<file path="src/shared/tmr4_pkg.sv">
// Constants, mode codes and carrier structs for the timer 4 block.
// Assumes one 250 MHz system clock and a synchronous active-low reset.
package tmr4_pkg;

    // ------------------------------------------------------------------
    // Mode codes, ordered {mode_bit1, capture_reload_sel, mode_bit0}
    // ------------------------------------------------------------------
    localparam logic [2:0] MODE_RELOAD_EXT = 3'h0;
    localparam logic [2:0] MODE_RELOAD = 3'h1;
    localparam logic [2:0] MODE_CAPTURE = 3'h2;
    localparam logic [2:0] MODE_CAPTURE_ZERO = 3'h3;
    localparam logic [2:0] MODE_PWM = 3'h4;
    localparam logic [2:0] MODE_DUTY = 3'h6;

    // ------------------------------------------------------------------
    // Clock source codes
    // ------------------------------------------------------------------
    localparam logic [2:0] HSRC_DIV12 = 3'h0;
    localparam logic [2:0] HSRC_PIN = 3'h1;
    localparam logic [2:0] HSRC_SYSCLK = 3'h2;
    localparam logic [2:0] HSRC_CHAIN = 3'h3;
    localparam logic [2:0] HSRC_TMR0 = 3'h5;
    localparam logic [2:0] HSRC_CMP2 = 3'h6;
    localparam logic [2:0] HSRC_CMP0 = 3'h7;
    localparam logic [1:0] LSRC_DIV12 = 2'h0;
    localparam logic [1:0] LSRC_SYSCLK = 2'h1;
    localparam logic [1:0] LSRC_EXT = 2'h3;

    // ------------------------------------------------------------------
    // Counts and reset values
    // ------------------------------------------------------------------
    localparam logic [3:0] PRESCALE_LAST = 4'hb;
    localparam logic [7:0] BYTE_RESET = 8'h00;
    localparam logic [7:0] BYTE_MAX = 8'hff;
    localparam int SYNC_WIDTH = 2;
    localparam int PIN_TRIGGER = 0;
    localparam int PIN_COUNT = 1;

    // ------------------------------------------------------------------
    // Carriers
    // ------------------------------------------------------------------
    typedef struct packed {
        logic split_enable;
        logic mode_bit1;
        logic capture_reload_sel;
        logic mode_bit0;
        logic fall_edge_en;
        logic rise_edge_en;
        logic low_run_autoclear;
        logic clkout_enable;
        logic ovf_irq_ignore;
        logic low_ovf_irq_en;
        logic bit6_access_select;
        logic [2:0] high_clk_sel;
        logic low_clk_sel;
    } tmr4_cfg_s;

    typedef struct packed {
        logic we_count_high;
        logic we_count_low;
        logic we_capture_high;
        logic we_capture_low;
        logic we_run;
        logic we_low_run;
        logic we_bit6;
        logic clr_ovf;
        logic clr_ext;
        logic clr_low_ovf;
        logic [7:0] wdata;
    } tmr4_sw_s;

    typedef struct packed {
        logic chain_in;
        logic tmr0_ovf;
        logic cmp2_event;
        logic cmp0_event;
    } tmr4_src_s;

    typedef enum logic [1:0] {
        DUTY_IDLE,
        DUTY_ARMED,
        DUTY_FIRST,
        DUTY_SECOND
    } tmr4_duty_e;

endpackage : tmr4_pkg

</file>
<file path="src/verilog/tmr4_core.sv">
// Timer 4 core: 16-bit and split 8-bit counting, capture, duty capture,
// 8-bit PWM and 50% clock output.
// Assumes software control arrives as same-clock strobes and level bits.
`timescale 1ns/1ns

module tmr4_core (
    input wire logic clk,
    input wire logic rstn,
    input wire tmr4_pkg::tmr4_cfg_s cfg,
    input wire tmr4_pkg::tmr4_sw_s sw,
    input wire tmr4_pkg::tmr4_src_s src,
    input wire logic trigger_input,
    input wire logic count_pin,
    output logic [7:0] count_high,
    output logic [7:0] count_low,
    output logic [7:0] capture_high,
    output logic [7:0] capture_low,
    output logic run_bit,
    output logic low_run_bit,
    output logic low_clock_mult,
    output logic trigger_invert,
    output logic ovf_flag,
    output logic ext_event_flag,
    output logic low_ovf_flag,
    output logic timer_irq,
    output logic overflow_event,
    output logic ext_event_set,
    output logic clock_out_pin
);

    // ------------------------------------------------------------------
    // Pin synchronisation and count ticks
    // ------------------------------------------------------------------
    logic [tmr4_pkg::SYNC_WIDTH-1:0] pin_rise, pin_fall;
    logic tick_high, tick_low, low_ovf;

    tmr4_sync u_sync (
        .clk(clk),
        .rstn(rstn),
        .pin_async({count_pin, trigger_input}),
        .pin_rise(pin_rise),
        .pin_fall(pin_fall)
    );

    tmr4_tick u_tick (
        .clk(clk),
        .rstn(rstn),
        .split(cfg.split_enable),
        .high_sel(cfg.high_clk_sel),
        .low_sel({cfg.low_clk_sel, low_clock_mult}),
        .pin_tick(pin_fall[tmr4_pkg::PIN_COUNT]),
        .low_ovf(low_ovf),
        .src(src),
        .tick_high(tick_high),
        .tick_low(tick_low)
    );

    // ------------------------------------------------------------------
    // Mode decode
    // ------------------------------------------------------------------
    function automatic logic mode_legal(input logic [2:0] m, input logic split);
        if (split) begin
            mode_legal = (m == tmr4_pkg::MODE_PWM) || !m[2];
        end else begin
            mode_legal = (m == tmr4_pkg::MODE_DUTY) || !m[2];
        end
    endfunction : mode_legal

    logic [2:0] mode;
    logic legal, is_pwm, is_duty, trig_rise, trig_fall, trig_edge, ext_evt, clkout_reload;

    assign mode = {cfg.mode_bit1, cfg.capture_reload_sel, cfg.mode_bit0};
    assign legal = mode_legal(mode, cfg.split_enable);
    assign is_pwm = cfg.split_enable && (mode == tmr4_pkg::MODE_PWM);
    assign is_duty = !cfg.split_enable && (mode == tmr4_pkg::MODE_DUTY);
    // Inversion swaps which physical edge counts as rising.
    assign trig_rise = trigger_invert ? pin_fall[tmr4_pkg::PIN_TRIGGER]
                                      : pin_rise[tmr4_pkg::PIN_TRIGGER];
    assign trig_fall = trigger_invert ? pin_rise[tmr4_pkg::PIN_TRIGGER]
                                      : pin_fall[tmr4_pkg::PIN_TRIGGER];
    assign trig_edge = trig_rise | trig_fall;
    assign ext_evt = legal && !is_duty
        && ((trig_fall && cfg.fall_edge_en) || (trig_rise && cfg.rise_edge_en));
    assign clkout_reload = cfg.clkout_enable && !cfg.capture_reload_sel && !is_pwm;

    // ------------------------------------------------------------------
    // Counter, capture, duty sequencing and flags
    // ------------------------------------------------------------------
    tmr4_pkg::tmr4_duty_e duty_st, next_duty_st;
    logic [7:0] next_count_high, next_count_low, next_capture_high, next_capture_low;
    logic next_run_bit, next_low_run_bit, next_low_clock_mult, next_trigger_invert;
    logic next_ovf_flag, next_ext_event_flag, next_low_ovf_flag, next_timer_irq;
    logic next_overflow_event, next_ext_event_set, next_clock_out_pin;
    logic set_ovf, set_ext, set_low;
    logic inc16, ovf16, inc_h, ovf_h, inc_l;
    logic [15:0] count_sum;

    assign count_sum = {count_high, count_low} + 16'h0001;
    assign inc16 = !cfg.split_enable && legal && run_bit && tick_high
        && (!is_duty || duty_st == tmr4_pkg::DUTY_FIRST
            || duty_st == tmr4_pkg::DUTY_SECOND);
    assign ovf16 = inc16 && ({count_high, count_low} == 16'hffff);
    assign inc_h = cfg.split_enable && legal && run_bit && tick_high;
    assign ovf_h = inc_h && (count_high == tmr4_pkg::BYTE_MAX);
    assign inc_l = cfg.split_enable && legal && !is_pwm && low_run_bit && tick_low;
    assign low_ovf = inc_l && (count_low == tmr4_pkg::BYTE_MAX);

    always_comb begin
        next_count_high = count_high;
        next_count_low = count_low;
        next_capture_high = capture_high;
        next_capture_low = capture_low;
        next_run_bit = run_bit;
        next_low_run_bit = low_run_bit;
        next_low_clock_mult = low_clock_mult;
        next_trigger_invert = trigger_invert;
        next_duty_st = duty_st;
        set_ovf = 1'b0;
        set_ext = 1'b0;
        set_low = 1'b0;
        next_clock_out_pin = clock_out_pin;

        if (!cfg.split_enable) begin
            if (inc16) begin
                {next_count_high, next_count_low} = count_sum;
            end
            if (ovf16) begin
                set_ovf = 1'b1;
                if (!cfg.capture_reload_sel) begin
                    {next_count_high, next_count_low} = {capture_high, capture_low};
                end
            end
            if (ext_evt) begin
                set_ext = 1'b1;
                case (mode)
                    tmr4_pkg::MODE_RELOAD: begin
                        {next_count_high, next_count_low} = {capture_high, capture_low};
                    end
                    tmr4_pkg::MODE_CAPTURE: begin
                        {next_capture_high, next_capture_low} = {count_high, count_low};
                    end
                    tmr4_pkg::MODE_CAPTURE_ZERO: begin
                        {next_capture_high, next_capture_low} = {count_high, count_low};
                        next_count_high = tmr4_pkg::BYTE_RESET;
                        next_count_low = tmr4_pkg::BYTE_RESET;
                    end
                    default: ;
                endcase
            end
            if (clkout_reload && ovf16) begin
                next_clock_out_pin = !clock_out_pin;
            end
        end else begin
            if (inc_l) begin
                next_count_low = low_ovf ? capture_low : count_low + 8'h01;
            end
            if (low_ovf && !clkout_reload) begin
                set_low = 1'b1;
            end
            if (clkout_reload && low_ovf) begin
                next_clock_out_pin = !clock_out_pin;
            end
            if (inc_h) begin
                next_count_high = count_high + 8'h01;
            end
            if (ovf_h) begin
                set_ovf = 1'b1;
                next_count_high = cfg.capture_reload_sel ? tmr4_pkg::BYTE_RESET
                                                         : capture_high;
                if (is_pwm) begin
                    next_count_low = capture_low;
                end
                if (cfg.low_run_autoclear && !cfg.capture_reload_sel) begin
                    next_low_run_bit = 1'b0;
                end
            end
            if (ext_evt) begin
                set_ext = 1'b1;
                case (mode)
                    tmr4_pkg::MODE_RELOAD: begin
                        next_count_high = capture_high;
                    end
                    tmr4_pkg::MODE_CAPTURE: begin
                        {next_capture_high, next_capture_low} = {count_high, count_low};
                    end
                    tmr4_pkg::MODE_CAPTURE_ZERO: begin
                        {next_capture_high, next_capture_low} = {count_high, count_low};
                        next_count_high = tmr4_pkg::BYTE_RESET;
                    end
                    default: ;
                endcase
                if (cfg.low_run_autoclear && cfg.capture_reload_sel) begin
                    next_low_run_bit = 1'b0;
                end
            end
            if (is_pwm) begin
                next_clock_out_pin = cfg.clkout_enable
                    && (count_high < count_low);
            end
        end

        case (duty_st)
            tmr4_pkg::DUTY_IDLE: begin
                if (is_duty && run_bit) begin
                    next_duty_st = tmr4_pkg::DUTY_ARMED;
                end
            end
            tmr4_pkg::DUTY_ARMED: begin
                if (trig_rise) begin
                    next_duty_st = tmr4_pkg::DUTY_FIRST;
                end
            end
            tmr4_pkg::DUTY_FIRST: begin
                if (trig_edge) begin
                    next_duty_st = tmr4_pkg::DUTY_SECOND;
                    if (cfg.fall_edge_en) begin
                        {next_capture_high, next_capture_low} = {count_high, count_low};
                        set_ext = 1'b1;
                    end
                end
            end
            tmr4_pkg::DUTY_SECOND: begin
                if (trig_edge) begin
                    next_duty_st = tmr4_pkg::DUTY_IDLE;
                    next_run_bit = 1'b0;
                end
            end
            default: begin
                next_duty_st = tmr4_pkg::DUTY_IDLE;
            end
        endcase
        if (!is_duty || !run_bit) begin
            next_duty_st = tmr4_pkg::DUTY_IDLE;
        end

        if (!cfg.clkout_enable) begin
            next_clock_out_pin = 1'b0;
        end

        // Software writes take the register over any hardware update.
        next_count_high = sw.we_count_high ? sw.wdata : next_count_high;
        next_count_low = sw.we_count_low ? sw.wdata : next_count_low;
        next_capture_high = sw.we_capture_high ? sw.wdata : next_capture_high;
        next_capture_low = sw.we_capture_low ? sw.wdata : next_capture_low;
        if (sw.we_run) begin
            next_run_bit = sw.wdata[0];
        end
        if (sw.we_low_run) begin
            next_low_run_bit = sw.wdata[0];
        end
        if (sw.we_bit6) begin
            if (cfg.bit6_access_select) begin
                next_trigger_invert = sw.wdata[0];
            end else begin
                next_low_clock_mult = sw.wdata[0];
            end
        end

        // A hardware set in the clearing cycle wins.
        next_ovf_flag = set_ovf || (ovf_flag && !sw.clr_ovf);
        next_ext_event_flag = set_ext || (ext_event_flag && !sw.clr_ext);
        next_low_ovf_flag = set_low || (low_ovf_flag && !sw.clr_low_ovf);
        next_timer_irq = next_ext_event_flag
            || (next_ovf_flag && !cfg.ovf_irq_ignore)
            || (next_low_ovf_flag && cfg.low_ovf_irq_en);
        next_overflow_event = cfg.split_enable ? low_ovf : ovf16;
        next_ext_event_set = set_ext;
    end

    always_ff @(posedge clk) begin
        if (!rstn) begin
            count_high <= tmr4_pkg::BYTE_RESET;
            count_low <= tmr4_pkg::BYTE_RESET;
            capture_high <= tmr4_pkg::BYTE_RESET;
            capture_low <= tmr4_pkg::BYTE_RESET;
            run_bit <= 1'b0;
            low_run_bit <= 1'b0;
            low_clock_mult <= 1'b0;
            trigger_invert <= 1'b0;
            duty_st <= tmr4_pkg::DUTY_IDLE;
            ovf_flag <= 1'b0;
            ext_event_flag <= 1'b0;
            low_ovf_flag <= 1'b0;
            timer_irq <= 1'b0;
            overflow_event <= 1'b0;
            ext_event_set <= 1'b0;
            clock_out_pin <= 1'b0;
        end else begin
            count_high <= next_count_high;
            count_low <= next_count_low;
            capture_high <= next_capture_high;
            capture_low <= next_capture_low;
            run_bit <= next_run_bit;
            low_run_bit <= next_low_run_bit;
            low_clock_mult <= next_low_clock_mult;
            trigger_invert <= next_trigger_invert;
            duty_st <= next_duty_st;
            ovf_flag <= next_ovf_flag;
            ext_event_flag <= next_ext_event_flag;
            low_ovf_flag <= next_low_ovf_flag;
            timer_irq <= next_timer_irq;
            overflow_event <= next_overflow_event;
            ext_event_set <= next_ext_event_set;
            clock_out_pin <= next_clock_out_pin;
        end
    end

endmodule : tmr4_core

</file>
<file path="src/verilog/tmr4_sync.sv">
// Two-stage synchroniser with edge detection for the timer's pins.
// Assumes pins are asynchronous to clk; edges come out as one-cycle pulses.
`timescale 1ns/1ns
module tmr4_sync (
    input wire logic clk,
    input wire logic rstn,
    input wire logic [tmr4_pkg::SYNC_WIDTH-1:0] pin_async,
    output logic [tmr4_pkg::SYNC_WIDTH-1:0] pin_rise,
    output logic [tmr4_pkg::SYNC_WIDTH-1:0] pin_fall
);
    logic [tmr4_pkg::SYNC_WIDTH-1:0] meta;
    logic [tmr4_pkg::SYNC_WIDTH-1:0] stable;
    logic [tmr4_pkg::SYNC_WIDTH-1:0] prev;

    always_ff @(posedge clk) begin
        if (!rstn) begin
            meta <= '0;
            stable <= '0;
            prev <= '0;
        end else begin
            meta <= pin_async;
            stable <= meta;
            prev <= stable;
        end
    end

    genvar g;
    generate
        for (g = 0; g < tmr4_pkg::SYNC_WIDTH; g++) begin : g_edge
            assign pin_rise[g] = stable[g] & ~prev[g];
            assign pin_fall[g] = ~stable[g] & prev[g];
        end
    endgenerate

endmodule : tmr4_sync

</file>
<file path="src/verilog/tmr4_tick.sv">
// Count-tick selection for the high and low halves of the timer.
// Assumes all event inputs are one-cycle pulses on clk.
`timescale 1ns/1ns
module tmr4_tick (
    input wire logic clk,
    input wire logic rstn,
    input wire logic split,
    input wire logic [2:0] high_sel,
    input wire logic [1:0] low_sel,
    input wire logic pin_tick,
    input wire logic low_ovf,
    input wire tmr4_pkg::tmr4_src_s src,
    output logic tick_high,
    output logic tick_low
);
    logic [3:0] presc;
    logic [3:0] next_presc;
    logic div12;

    assign div12 = (presc == tmr4_pkg::PRESCALE_LAST);

    always_comb begin
        next_presc = div12 ? 4'h0 : presc + 4'h1;
    end

    always_ff @(posedge clk) begin
        if (!rstn) begin
            presc <= 4'h0;
        end else begin
            presc <= next_presc;
        end
    end

    // With the chain source selected, split operation chains the high half off the low-half overflow.
    always_comb begin
        case (high_sel)
            tmr4_pkg::HSRC_DIV12: tick_high = div12;
            tmr4_pkg::HSRC_PIN: tick_high = pin_tick;
            tmr4_pkg::HSRC_SYSCLK: tick_high = 1'b1;
            tmr4_pkg::HSRC_CHAIN: tick_high = split ? low_ovf : src.chain_in;
            tmr4_pkg::HSRC_TMR0: tick_high = src.tmr0_ovf;
            tmr4_pkg::HSRC_CMP2: tick_high = src.cmp2_event;
            tmr4_pkg::HSRC_CMP0: tick_high = src.cmp0_event;
            default: tick_high = 1'b0;
        endcase
        case (low_sel)
            tmr4_pkg::LSRC_DIV12: tick_low = div12;
            tmr4_pkg::LSRC_SYSCLK: tick_low = 1'b1;
            tmr4_pkg::LSRC_EXT: tick_low = src.chain_in;
            default: tick_low = 1'b0;
        endcase
    end

endmodule : tmr4_tick
</file>
<file path="config.mk">
export PLATFORM = sky130hd
export DESIGN_NAME = tmr4_core
export DESIGN_NICKNAME = d
export VERILOG_FILES = /design/src/shared/tmr4_pkg.sv /design/src/verilog/tmr4_core.sv /design/src/verilog/tmr4_sync.sv /design/src/verilog/tmr4_tick.sv
export SDC_FILE = /design/constraint.sdc
export NUM_CORES = 1
export LEC_CHECK = 0
export BUFFER_PORTS_ARGS = -buffer_cell sky130_fd_sc_hd__buf_2
export CAP_MARGIN = 10
export CORE_UTILIZATION = 50
export DETAILED_ROUTE_END_ITERATION = 16
export PLACE_DENSITY = 0.76
export SYNTH_ARGS = -nofsm -noshare
export SYNTH_HDL_FRONTEND = slang
export SYNTH_SLANG_ARGS = --single-unit
</file>
<file path="constraint.sdc">
create_clock -name clk -period 7.5 [get_ports clk]
set_clock_uncertainty 0.2 [all_clocks]
set_input_delay 0.375 -clock clk [delete_from_list [all_inputs] [get_ports clk]]
set_output_delay 0.375 -clock clk [all_outputs]
set_load 0.05 [all_outputs]
</file>
==> flow_summary_export.csv, run 1 <==
group,metric,value,unit
synth,synth_area_leaders,"dfxtp_1, ha_1, nor2_1, a21oi_1, mux2i_1",
synth,yosysWarnings,0,
run_status,status,"finished clean",
timing,hold_viol,0,
routing,vias_per_cell,6.41,
cts,cts_resized,0,
placed_design,place_inst,673,
synth,synth_edf_count,0,
power,seqPwrFrac,47.2,%
timing,whs,58.2,ps
placed_design,dp_hpwl,10300,µm
cts,cts_tree,"yes",
synth,syn-num-nets,572,
floorplanning,core_area,7810,µm²
worst_setup_path,path_max_fanout,12,
floorplanning,die_area,8510,µm²
timing,post-route-period-util,44.7,%
timing,fmax,0.298,GHz
synth,synth.top_cell.area_share,27.0,%
global_route,grt.total_usage,33.5,%
worst_setup_path,critPathLaunchType,"flip-flop",
worst_hold_path,min_path_type,"input port to flip-flop",
synth,ys_seq_area_share,27.0,%
routing,drc_errors,0,
worst_setup_path,crit_path_end_kind,"flip-flop",
timing,worst_pin_slew,1010,ps
synth,synthArstFlopShare,0,%
power,p_switching,0.263,mW
synth,synthDistinctLibCells,78,
cells_and_area,n_antenna_cell,0,
floorplanning,row_count,32,
routing,drt_iter0_drc,496,
synth,synth_common_cells,"dfxtp_1, nor2_1, nand2_1",
cells_and_area,area_delta_synth_final,13.0,%
placed_design,gp_congestion,0.990,
synth,synth_largest_area_cell,"dfxtp_1",
synth,ys_seq_elements,55,
power,comb_power_share,26.1,%
cts,cts.clk_slew.worst_paths,110,ps
power,peakVddDrop,0.0776,mV
power,power.leakage,1.91,nW
routing,ant_nets,0,
cts,post-cts-setup-buffers,0,
routing,wirelength,13900,µm
synth,synth_most_common_cell,"dfxtp_1",
cells_and_area,nets,634,
placed_design,place_ws,4170,ps
worst_setup_path,crit_type,"flip-flop to flip-flop",
cts,root_buffer,"clkbuf_8",
timing,fin_ws,4150,ps
cts,cts.sinks,55,
cts,cts_hold_buf,0,
synth,avgSynthCellArea,7.89,µm²
floorplanning,start_util,52.2,%
synth,synthFlopType,"dfxtp_1",
cells_and_area,regArea,1100,µm²
worst_setup_path,cp-startpoint,"u_tick.presc[0]",
placed_design,port_buffers,83,
global_route,grt_max_degree,37,
cts,clkLatencyLatePin,320,ps
power,report.power.total,0.716,mW
worst_setup_path,r2r-start,"u_tick.presc[0]",
timing,slew_headroom,32.7,%
worst_setup_path,path_cells,"ha_1 -> and3b_1 -> o2bb2ai_1 -> a21oi_1 -> nand4_1 -> a22o_1 -> a221oi_1 -> nor3_1",
cts,clock_path_buffers,2,
cells_and_area,final_cells,681,
timing,rsz0062_at_grt,"no",
cts,cts_max_level,2,
floorplanning,die_width,92.3,µm
cts,cts_buffers,5,
power,p_per_area,155,nW/µm²
timing,tns,0,ps
routing,first_pass_iters,5,
cells_and_area,fillers,777,
global_route,antenna_found_initial,0,
routing,wl_per_cell,20.4,µm
timing,min_period,3350,ps
floorplanning,die_h,92.3,µm
worst_setup_path,crit_family,"compound AO/OA/AOI/OAI gates",
power,clkPwrFrac,26.6,%
timing,drv_slew,0,
worst_setup_path,critPathArrivalTime,3360,ps
run,drv_cap,0,
worst_setup_path,cp_slowest_cell,"a21oi_1",
worst_hold_path,holdCritStartpoint,"count_pin",
synth,syn_inst,516,
power,swShare,36.7,%
synth,netlist_area,4070,µm²
floorplanning,io_pins,84,
power,p_int,0.453,mW
cells_and_area,multiInputGateArea,2740,µm²
global_route,overflow,0,
global_route,grt_pass1_wl,22100,µm
worst_setup_path,cp_slowest_stage_delay,790,ps
timing,finalSetupViolations,0,
routing,vias,4366,
cells_and_area,drive_above_1_share,19.9,%
worst_setup_path,required,7510,ps
worst_setup_path,worst-path-buf-inv,0,
global_route,grt_pass1_vias,4128,
area by class of cell:
type / count / area share [%]
well taps: 102 / 2.77
inverters: 27 / 2.20
flip-flops and latches: 55 / 23.9
multi-input cells: 404 / 59.6
clock buffers: 8 / 2.17
repair buffers: 85 / 9.35
path summary, 6_finish.rpt:
path                       to  slack, ps  cells past startpoint
min            u_sync.meta[1]         60                      2
max              count_low[2]       4150                      8
max reg2reg      count_low[2]       4150                      8
min reg2reg  u_sync.stable[0]        250                      1
cells in the final DEF (no fill, tap or decap), types with 11 or more instances in the layout:
| cell | Yosys | final |
|---|---|---|
| a211oi_1 | 15 | 15 |
| a21oi_1 | 30 | 29 |
| a221oi_1 | 13 | 13 |
| and2_1 | 18 | 18 |
| buf_2 | 6 | 83 |
| dfxtp_1 | 55 | 55 |
| ha_1 | 15 | 15 |
| inv_1 | 24 | 24 |
| mux2i_1 | 15 | 15 |
| nand2_1 | 39 | 39 |
| nand3_1 | 23 | 23 |
| nor2_1 | 43 | 43 |
| nor2b_1 | 11 | 11 |
| nor3_1 | 16 | 16 |
| o21ai_0 | 29 | 29 |
kinds of logic (layout without fill, tap and decap cells):
logic type | Yosys count | after routing | share of synthesized area [%]
multiplexers | 25 | 25 | 7.00
adder cells (fa/ha/maj) | 15 | 15 | 4.61
buffers and inverters | 57 | 120 | 5.71
flip-flops | 55 | 55 | 27.0
XOR/XNOR | 15 | 15 | 3.23
AND/OR/NAND/NOR | 204 | 204 | 27.0
AO/OA/AOI/OAI | 145 | 145 | 25.4
power by group through the flow:
stage | logic (mW) | clock network (mW) | registers [mW]
final | 0.187 | 0.191 | 0.338
after detailed placement | 0.185 | 0 | 0.344
after global routing | 0.201 | 0.204 | 0.340
after CTS | 0.185 | 0.192 | 0.337
after global placement | 0.182 | 0 | 0.343
after floorplan | 0.0892 | 0 | 0.379
per-stage QoR:
step                      utilization, %  area, µm²
after floorplan                        -       4070
after CTS                           59.0       4600
after global placement              57.7       4500
after global routing                59.0       4600
after detailed placement            57.7       4500
final                               59.0       4600
metal layers:
metal / share of wire (%) / wire (µm) / track usage [%] / vias up
li1: - / - / - / 2048
met1: 44 / 6120 / 46.7 / 2032
met2: 45 / 6290 / 52.9 / 251
met3: 7.7 / 1070 / 4.06 / 35
met4: 3.1 / 426 / 12.0 / 0
met5: 0 / 0 / 0 / -
flip-flops by register name, indices dropped and copies added (netlist names), 2 cells and up:
| name | flops |
|---|---|
| count_high | 8 |
| u_sync.meta | 2 |
| capture_low | 8 |
| u_sync.stable | 2 |
| count_low | 8 |
| u_sync.prev | 2 |
| u_tick.presc | 4 |
| duty_st | 2 |
| capture_high | 8 |
No activity file was read; power rests on OpenSTA's default activity.
==> run 2: changes to the inputs <==
--- a/config.mk
+++ b/config.mk
@@ -5,11 +5,12 @@
 export SDC_FILE = /design/constraint.sdc
 export NUM_CORES = 1
 export LEC_CHECK = 0
+export ABC_AREA = 1
 export BUFFER_PORTS_ARGS = -buffer_cell sky130_fd_sc_hd__buf_2
 export CAP_MARGIN = 10
 export CORE_UTILIZATION = 50
 export DETAILED_ROUTE_END_ITERATION = 16
-export PLACE_DENSITY = 0.76
+export PLACE_DENSITY = 0.78
 export SYNTH_ARGS = -nofsm -noshare
 export SYNTH_HDL_FRONTEND = slang
 export SYNTH_SLANG_ARGS = --single-unit
==> constraint.sdc (replaced) <==
create_clock -name clk -period 2.72 [get_ports clk]
set_clock_uncertainty 0.2 [all_clocks]
set_input_delay 0.136 -clock clk [delete_from_list [all_inputs] [get_ports clk]]
set_output_delay 0.136 -clock clk [all_outputs]
set_load 0.05 [all_outputs]
==> flow_summary_export.csv, run 2 <==
group,metric,value,unit
worst_setup_path,r2r-start,"duty_st[0]",
power,p_switching,0.859,mW
global_route,grt_pass1_wl,24700,µm
cells_and_area,final_cell_mix,"nand2_1, inv_1, buf_2",
cells_and_area,final_common_cell,"nand2_1",
worst_setup_path,critPathLaunchType,"flip-flop",
placed_design,gp_congestion,1.02,
power,comb_power_share,33.8,%
run_status,status,"complete, but fails checks",
global_route,antenna_found_initial,0,
timing,slew_headroom,65.6,%
synth,synthFlopType,"dfxtp_1",
timing,min_period,2610,ps
cts,cts.sinks,55,
cts,clock_path_buffers,2,
worst_setup_path,r2r_end,"count_high[6]",
floorplanning,io_pins,84,
cts,cts_tree,"yes",
worst_setup_path,crit_type,"flip-flop to flip-flop",
routing,wirelength,15900,µm
cts,cts_buffers,5,
worst_hold_path,hold_path_depth,2,
floorplanning,die_area,9020,µm²
power,p_per_area,397,nW/µm²
synth,synth.top_cell.area_share,25.5,%
floorplanning,die_h,95.0,µm
worst_setup_path,cp_slowest_cell,"dfxtp_1",
cts,root_buffer,"clkbuf_8",
synth,ys_seq_area_share,25.5,%
cells_and_area,drive_above_1_share,19.0,%
synth,synth_edf_count,0,
routing,vias,5443,
cts,cts_max_level,2,
worst_setup_path,critPathArrivalTime,2610,ps
synth,synth_most_common_cell,"nand2_1",
synth,syn_inst,698,
run_status,violations,"negative hold slack",
floorplanning,die_width,95.0,µm
cts,cts.clk_slew.worst_paths,120,ps
worst_setup_path,cp_slowest_stage_delay,400,ps
floorplanning,core_area,8300,µm²
power,clkPwrFrac,24.8,%
worst_setup_path,worstSetupPathDepth,12,
placed_design,dp_hpwl,11800,µm
timing,drv_slew,0,
cells_and_area,final_cells,933,
routing,first_pass_iters,7,
placed_design,place_inst,885,
worst_setup_path,path_cells,"inv_1 -> ha_1 -> nor3_1 -> nor3_4 -> nand2_2 -> buf_12 -> clkinvlp_4 -> buf_4 -> nand2_1 -> o21ai_0 -> o21ai_1 -> a21oi_1",
timing,fmax,0.384,GHz
worst_setup_path,crit_path_end_kind,"flip-flop",
worst_setup_path,path_max_fanout,21,
timing,hold_viol,1,
global_route,overflow,0,
worst_setup_path,rrSetupSlack,110,ps
synth,synth_area_leaders,"dfxtp_1, nand2_1, o21ai_0, inv_1, a21oi_1",
cells_and_area,area_delta_synth_final,25.9,%
synth,synth_largest_area_cell,"dfxtp_1",
worst_setup_path,worst-path-buf-inv,4,
power,power.leakage,2.72,nW
routing,ant_nets,0,
run,drv_cap,0,
synth,ys_seq_elements,55,
routing,drt_iter0_drc,703,
worst_setup_path,reg2regPathDepth,12,
cells_and_area,n_antenna_cell,0,
synth,netlist_area,4320,µm²
synth,synthArstFlopShare,0,%
global_route,grt.total_usage,35.8,%
floorplanning,start_util,52.1,%
synth,yosysWarnings,0,
cells_and_area,final_util,65.6,%
timing,post-route-period-util,95.8,%
synth,synth_common_cells,"nand2_1, inv_1, o21ai_0",
timing,worst_pin_slew,515,ps
power,peakVddDrop,0.296,mV
synth,synthDistinctLibCells,41,
worst_setup_path,crit_family,"buffers and inverters",
cells_and_area,nets,883,
power,seqPwrFrac,41.4,%
worst_setup_path,cp-startpoint,"duty_st[0]",
routing,vias_per_cell,5.83,
timing,whs,-0.770,ps
power,p_int,1.30,mW
worst_setup_path,critical_path.endpoint,"count_high[6]",
routing,wl_per_cell,17.0,µm
power,swShare,39.7,%
synth,syn-num-nets,754,
floorplanning,row_count,33,
synth,avgSynthCellArea,6.19,µm²
placed_design,place_ws,39.2,ps
timing,fin_ws,114,ps
worst_setup_path,required,2720,ps
placed_design,port_buffers,83,
cts,clkLatencyLatePin,330,ps
global_route,grt_pass1_vias,4807,
timing,finalSetupViolations,0,
worst_hold_path,min_path_type,"input port to flip-flop",
global_route,grt_max_degree,35,
routing,drc_errors,0,
-- run 2: cell count changes in the layout (fill, tap and decap cells not counted), sizes merged, moves of 11 or more --
cell	before	now
and2	19	0
dlygate4sd3	0	31
nand2	39	152
o211ai	6	20
a221oi	14	0
a21oi	30	66
o21ai	31	85
nand3	24	47
mux2i	15	0
nor2b	11	0
nor2	43	55
xor2	5	17
buf	85	119
inv	25	107
-- run 2: cell families (layout without fill, tap and decap cells) --
logic type,Yosys count,after routing,synth area share (%)
simple gates,284,284,29.3
compound gates,186,186,24.0
buf+inv,138,268,12.8
flops,55,55,25.5
xor+xnor,20,20,4.05
fa+ha+maj,15,15,4.34
-- run 2: final cells by class --
class	count	area, µm²
clock buffers	6	82.6
clock inverters	2	20.0
fillers	765	2860
inverters	110	419
multi-input cells	505	2680
flip-flops and latches	55	1100
well taps	105	131
repair buffers	150	1010
-- run 2: timing repair --
item                                    in CTS  in global routing
resized for setup                            0                 10
setup buffers                                0                  9
hold buffers                                31                  0
endpoints found under the setup margin       0                 16
endpoints found under the hold margin       38                  0
-- run 2: worst reg2reg max path, cell delays in order (launching register included) --
cell        delay (ps)
dfxtp_1            400
inv_1              110
ha_1               260
nor3_1             340
nor3_4             110
nand2_2             90
buf_12             160
clkinvlp_4         170
buf_4              180
nand2_1             60
o21ai_0             90
o21ai_1            200
a21oi_1            100
-- run 2: through the flow --
step | power, mW | area (µm²) | setup TNS [ps]
2_1_floorplan | 1.36 | 4320 | 0
3_3_place_gp | 1.57 | 4930 | 0
3_5_place_dp | 1.58 | 4930 | 0
4_1_cts | 2.13 | 5350 | 0
5_1_grt | 2.26 | 5440 | -50.0
6_report | 2.16 | 5440 | 0
-- run 2: metal layers --
layer  global-route usage (%)  share of wire, %  up-vias
met5                        0                 0        -
met4                     12.6               3.4        0
met3                     6.36                13       60
met2                     53.0                42      408
met1                     51.6                42     2420
li1                         -                 -     2555
-- run 2: power groups by stage --
stage | logic (mW) | registers, mW | clock network (mW)
2_1_floorplan | 0.301 | 1.06 | 0
3_3_place_gp | 0.661 | 0.909 | 0
3_5_place_dp | 0.667 | 0.910 | 0
4_1_cts | 0.704 | 0.892 | 0.536
5_1_grt | 0.786 | 0.900 | 0.572
6_report | 0.729 | 0.895 | 0.536
-- run 2: worst min path at each step --
stage          slack [ps]           from             end
6_report             -0.8        cfg[14]  overflow_event
4_1_cts                10        cfg[14]  overflow_event
5_1_grt                20        cfg[14]  overflow_event
2_1_floorplan          30  trigger_input  u_sync.meta[0]
3_3_place_gp          120  trigger_input  u_sync.meta[0]
3_5_place_dp          130      count_pin  u_sync.meta[1]
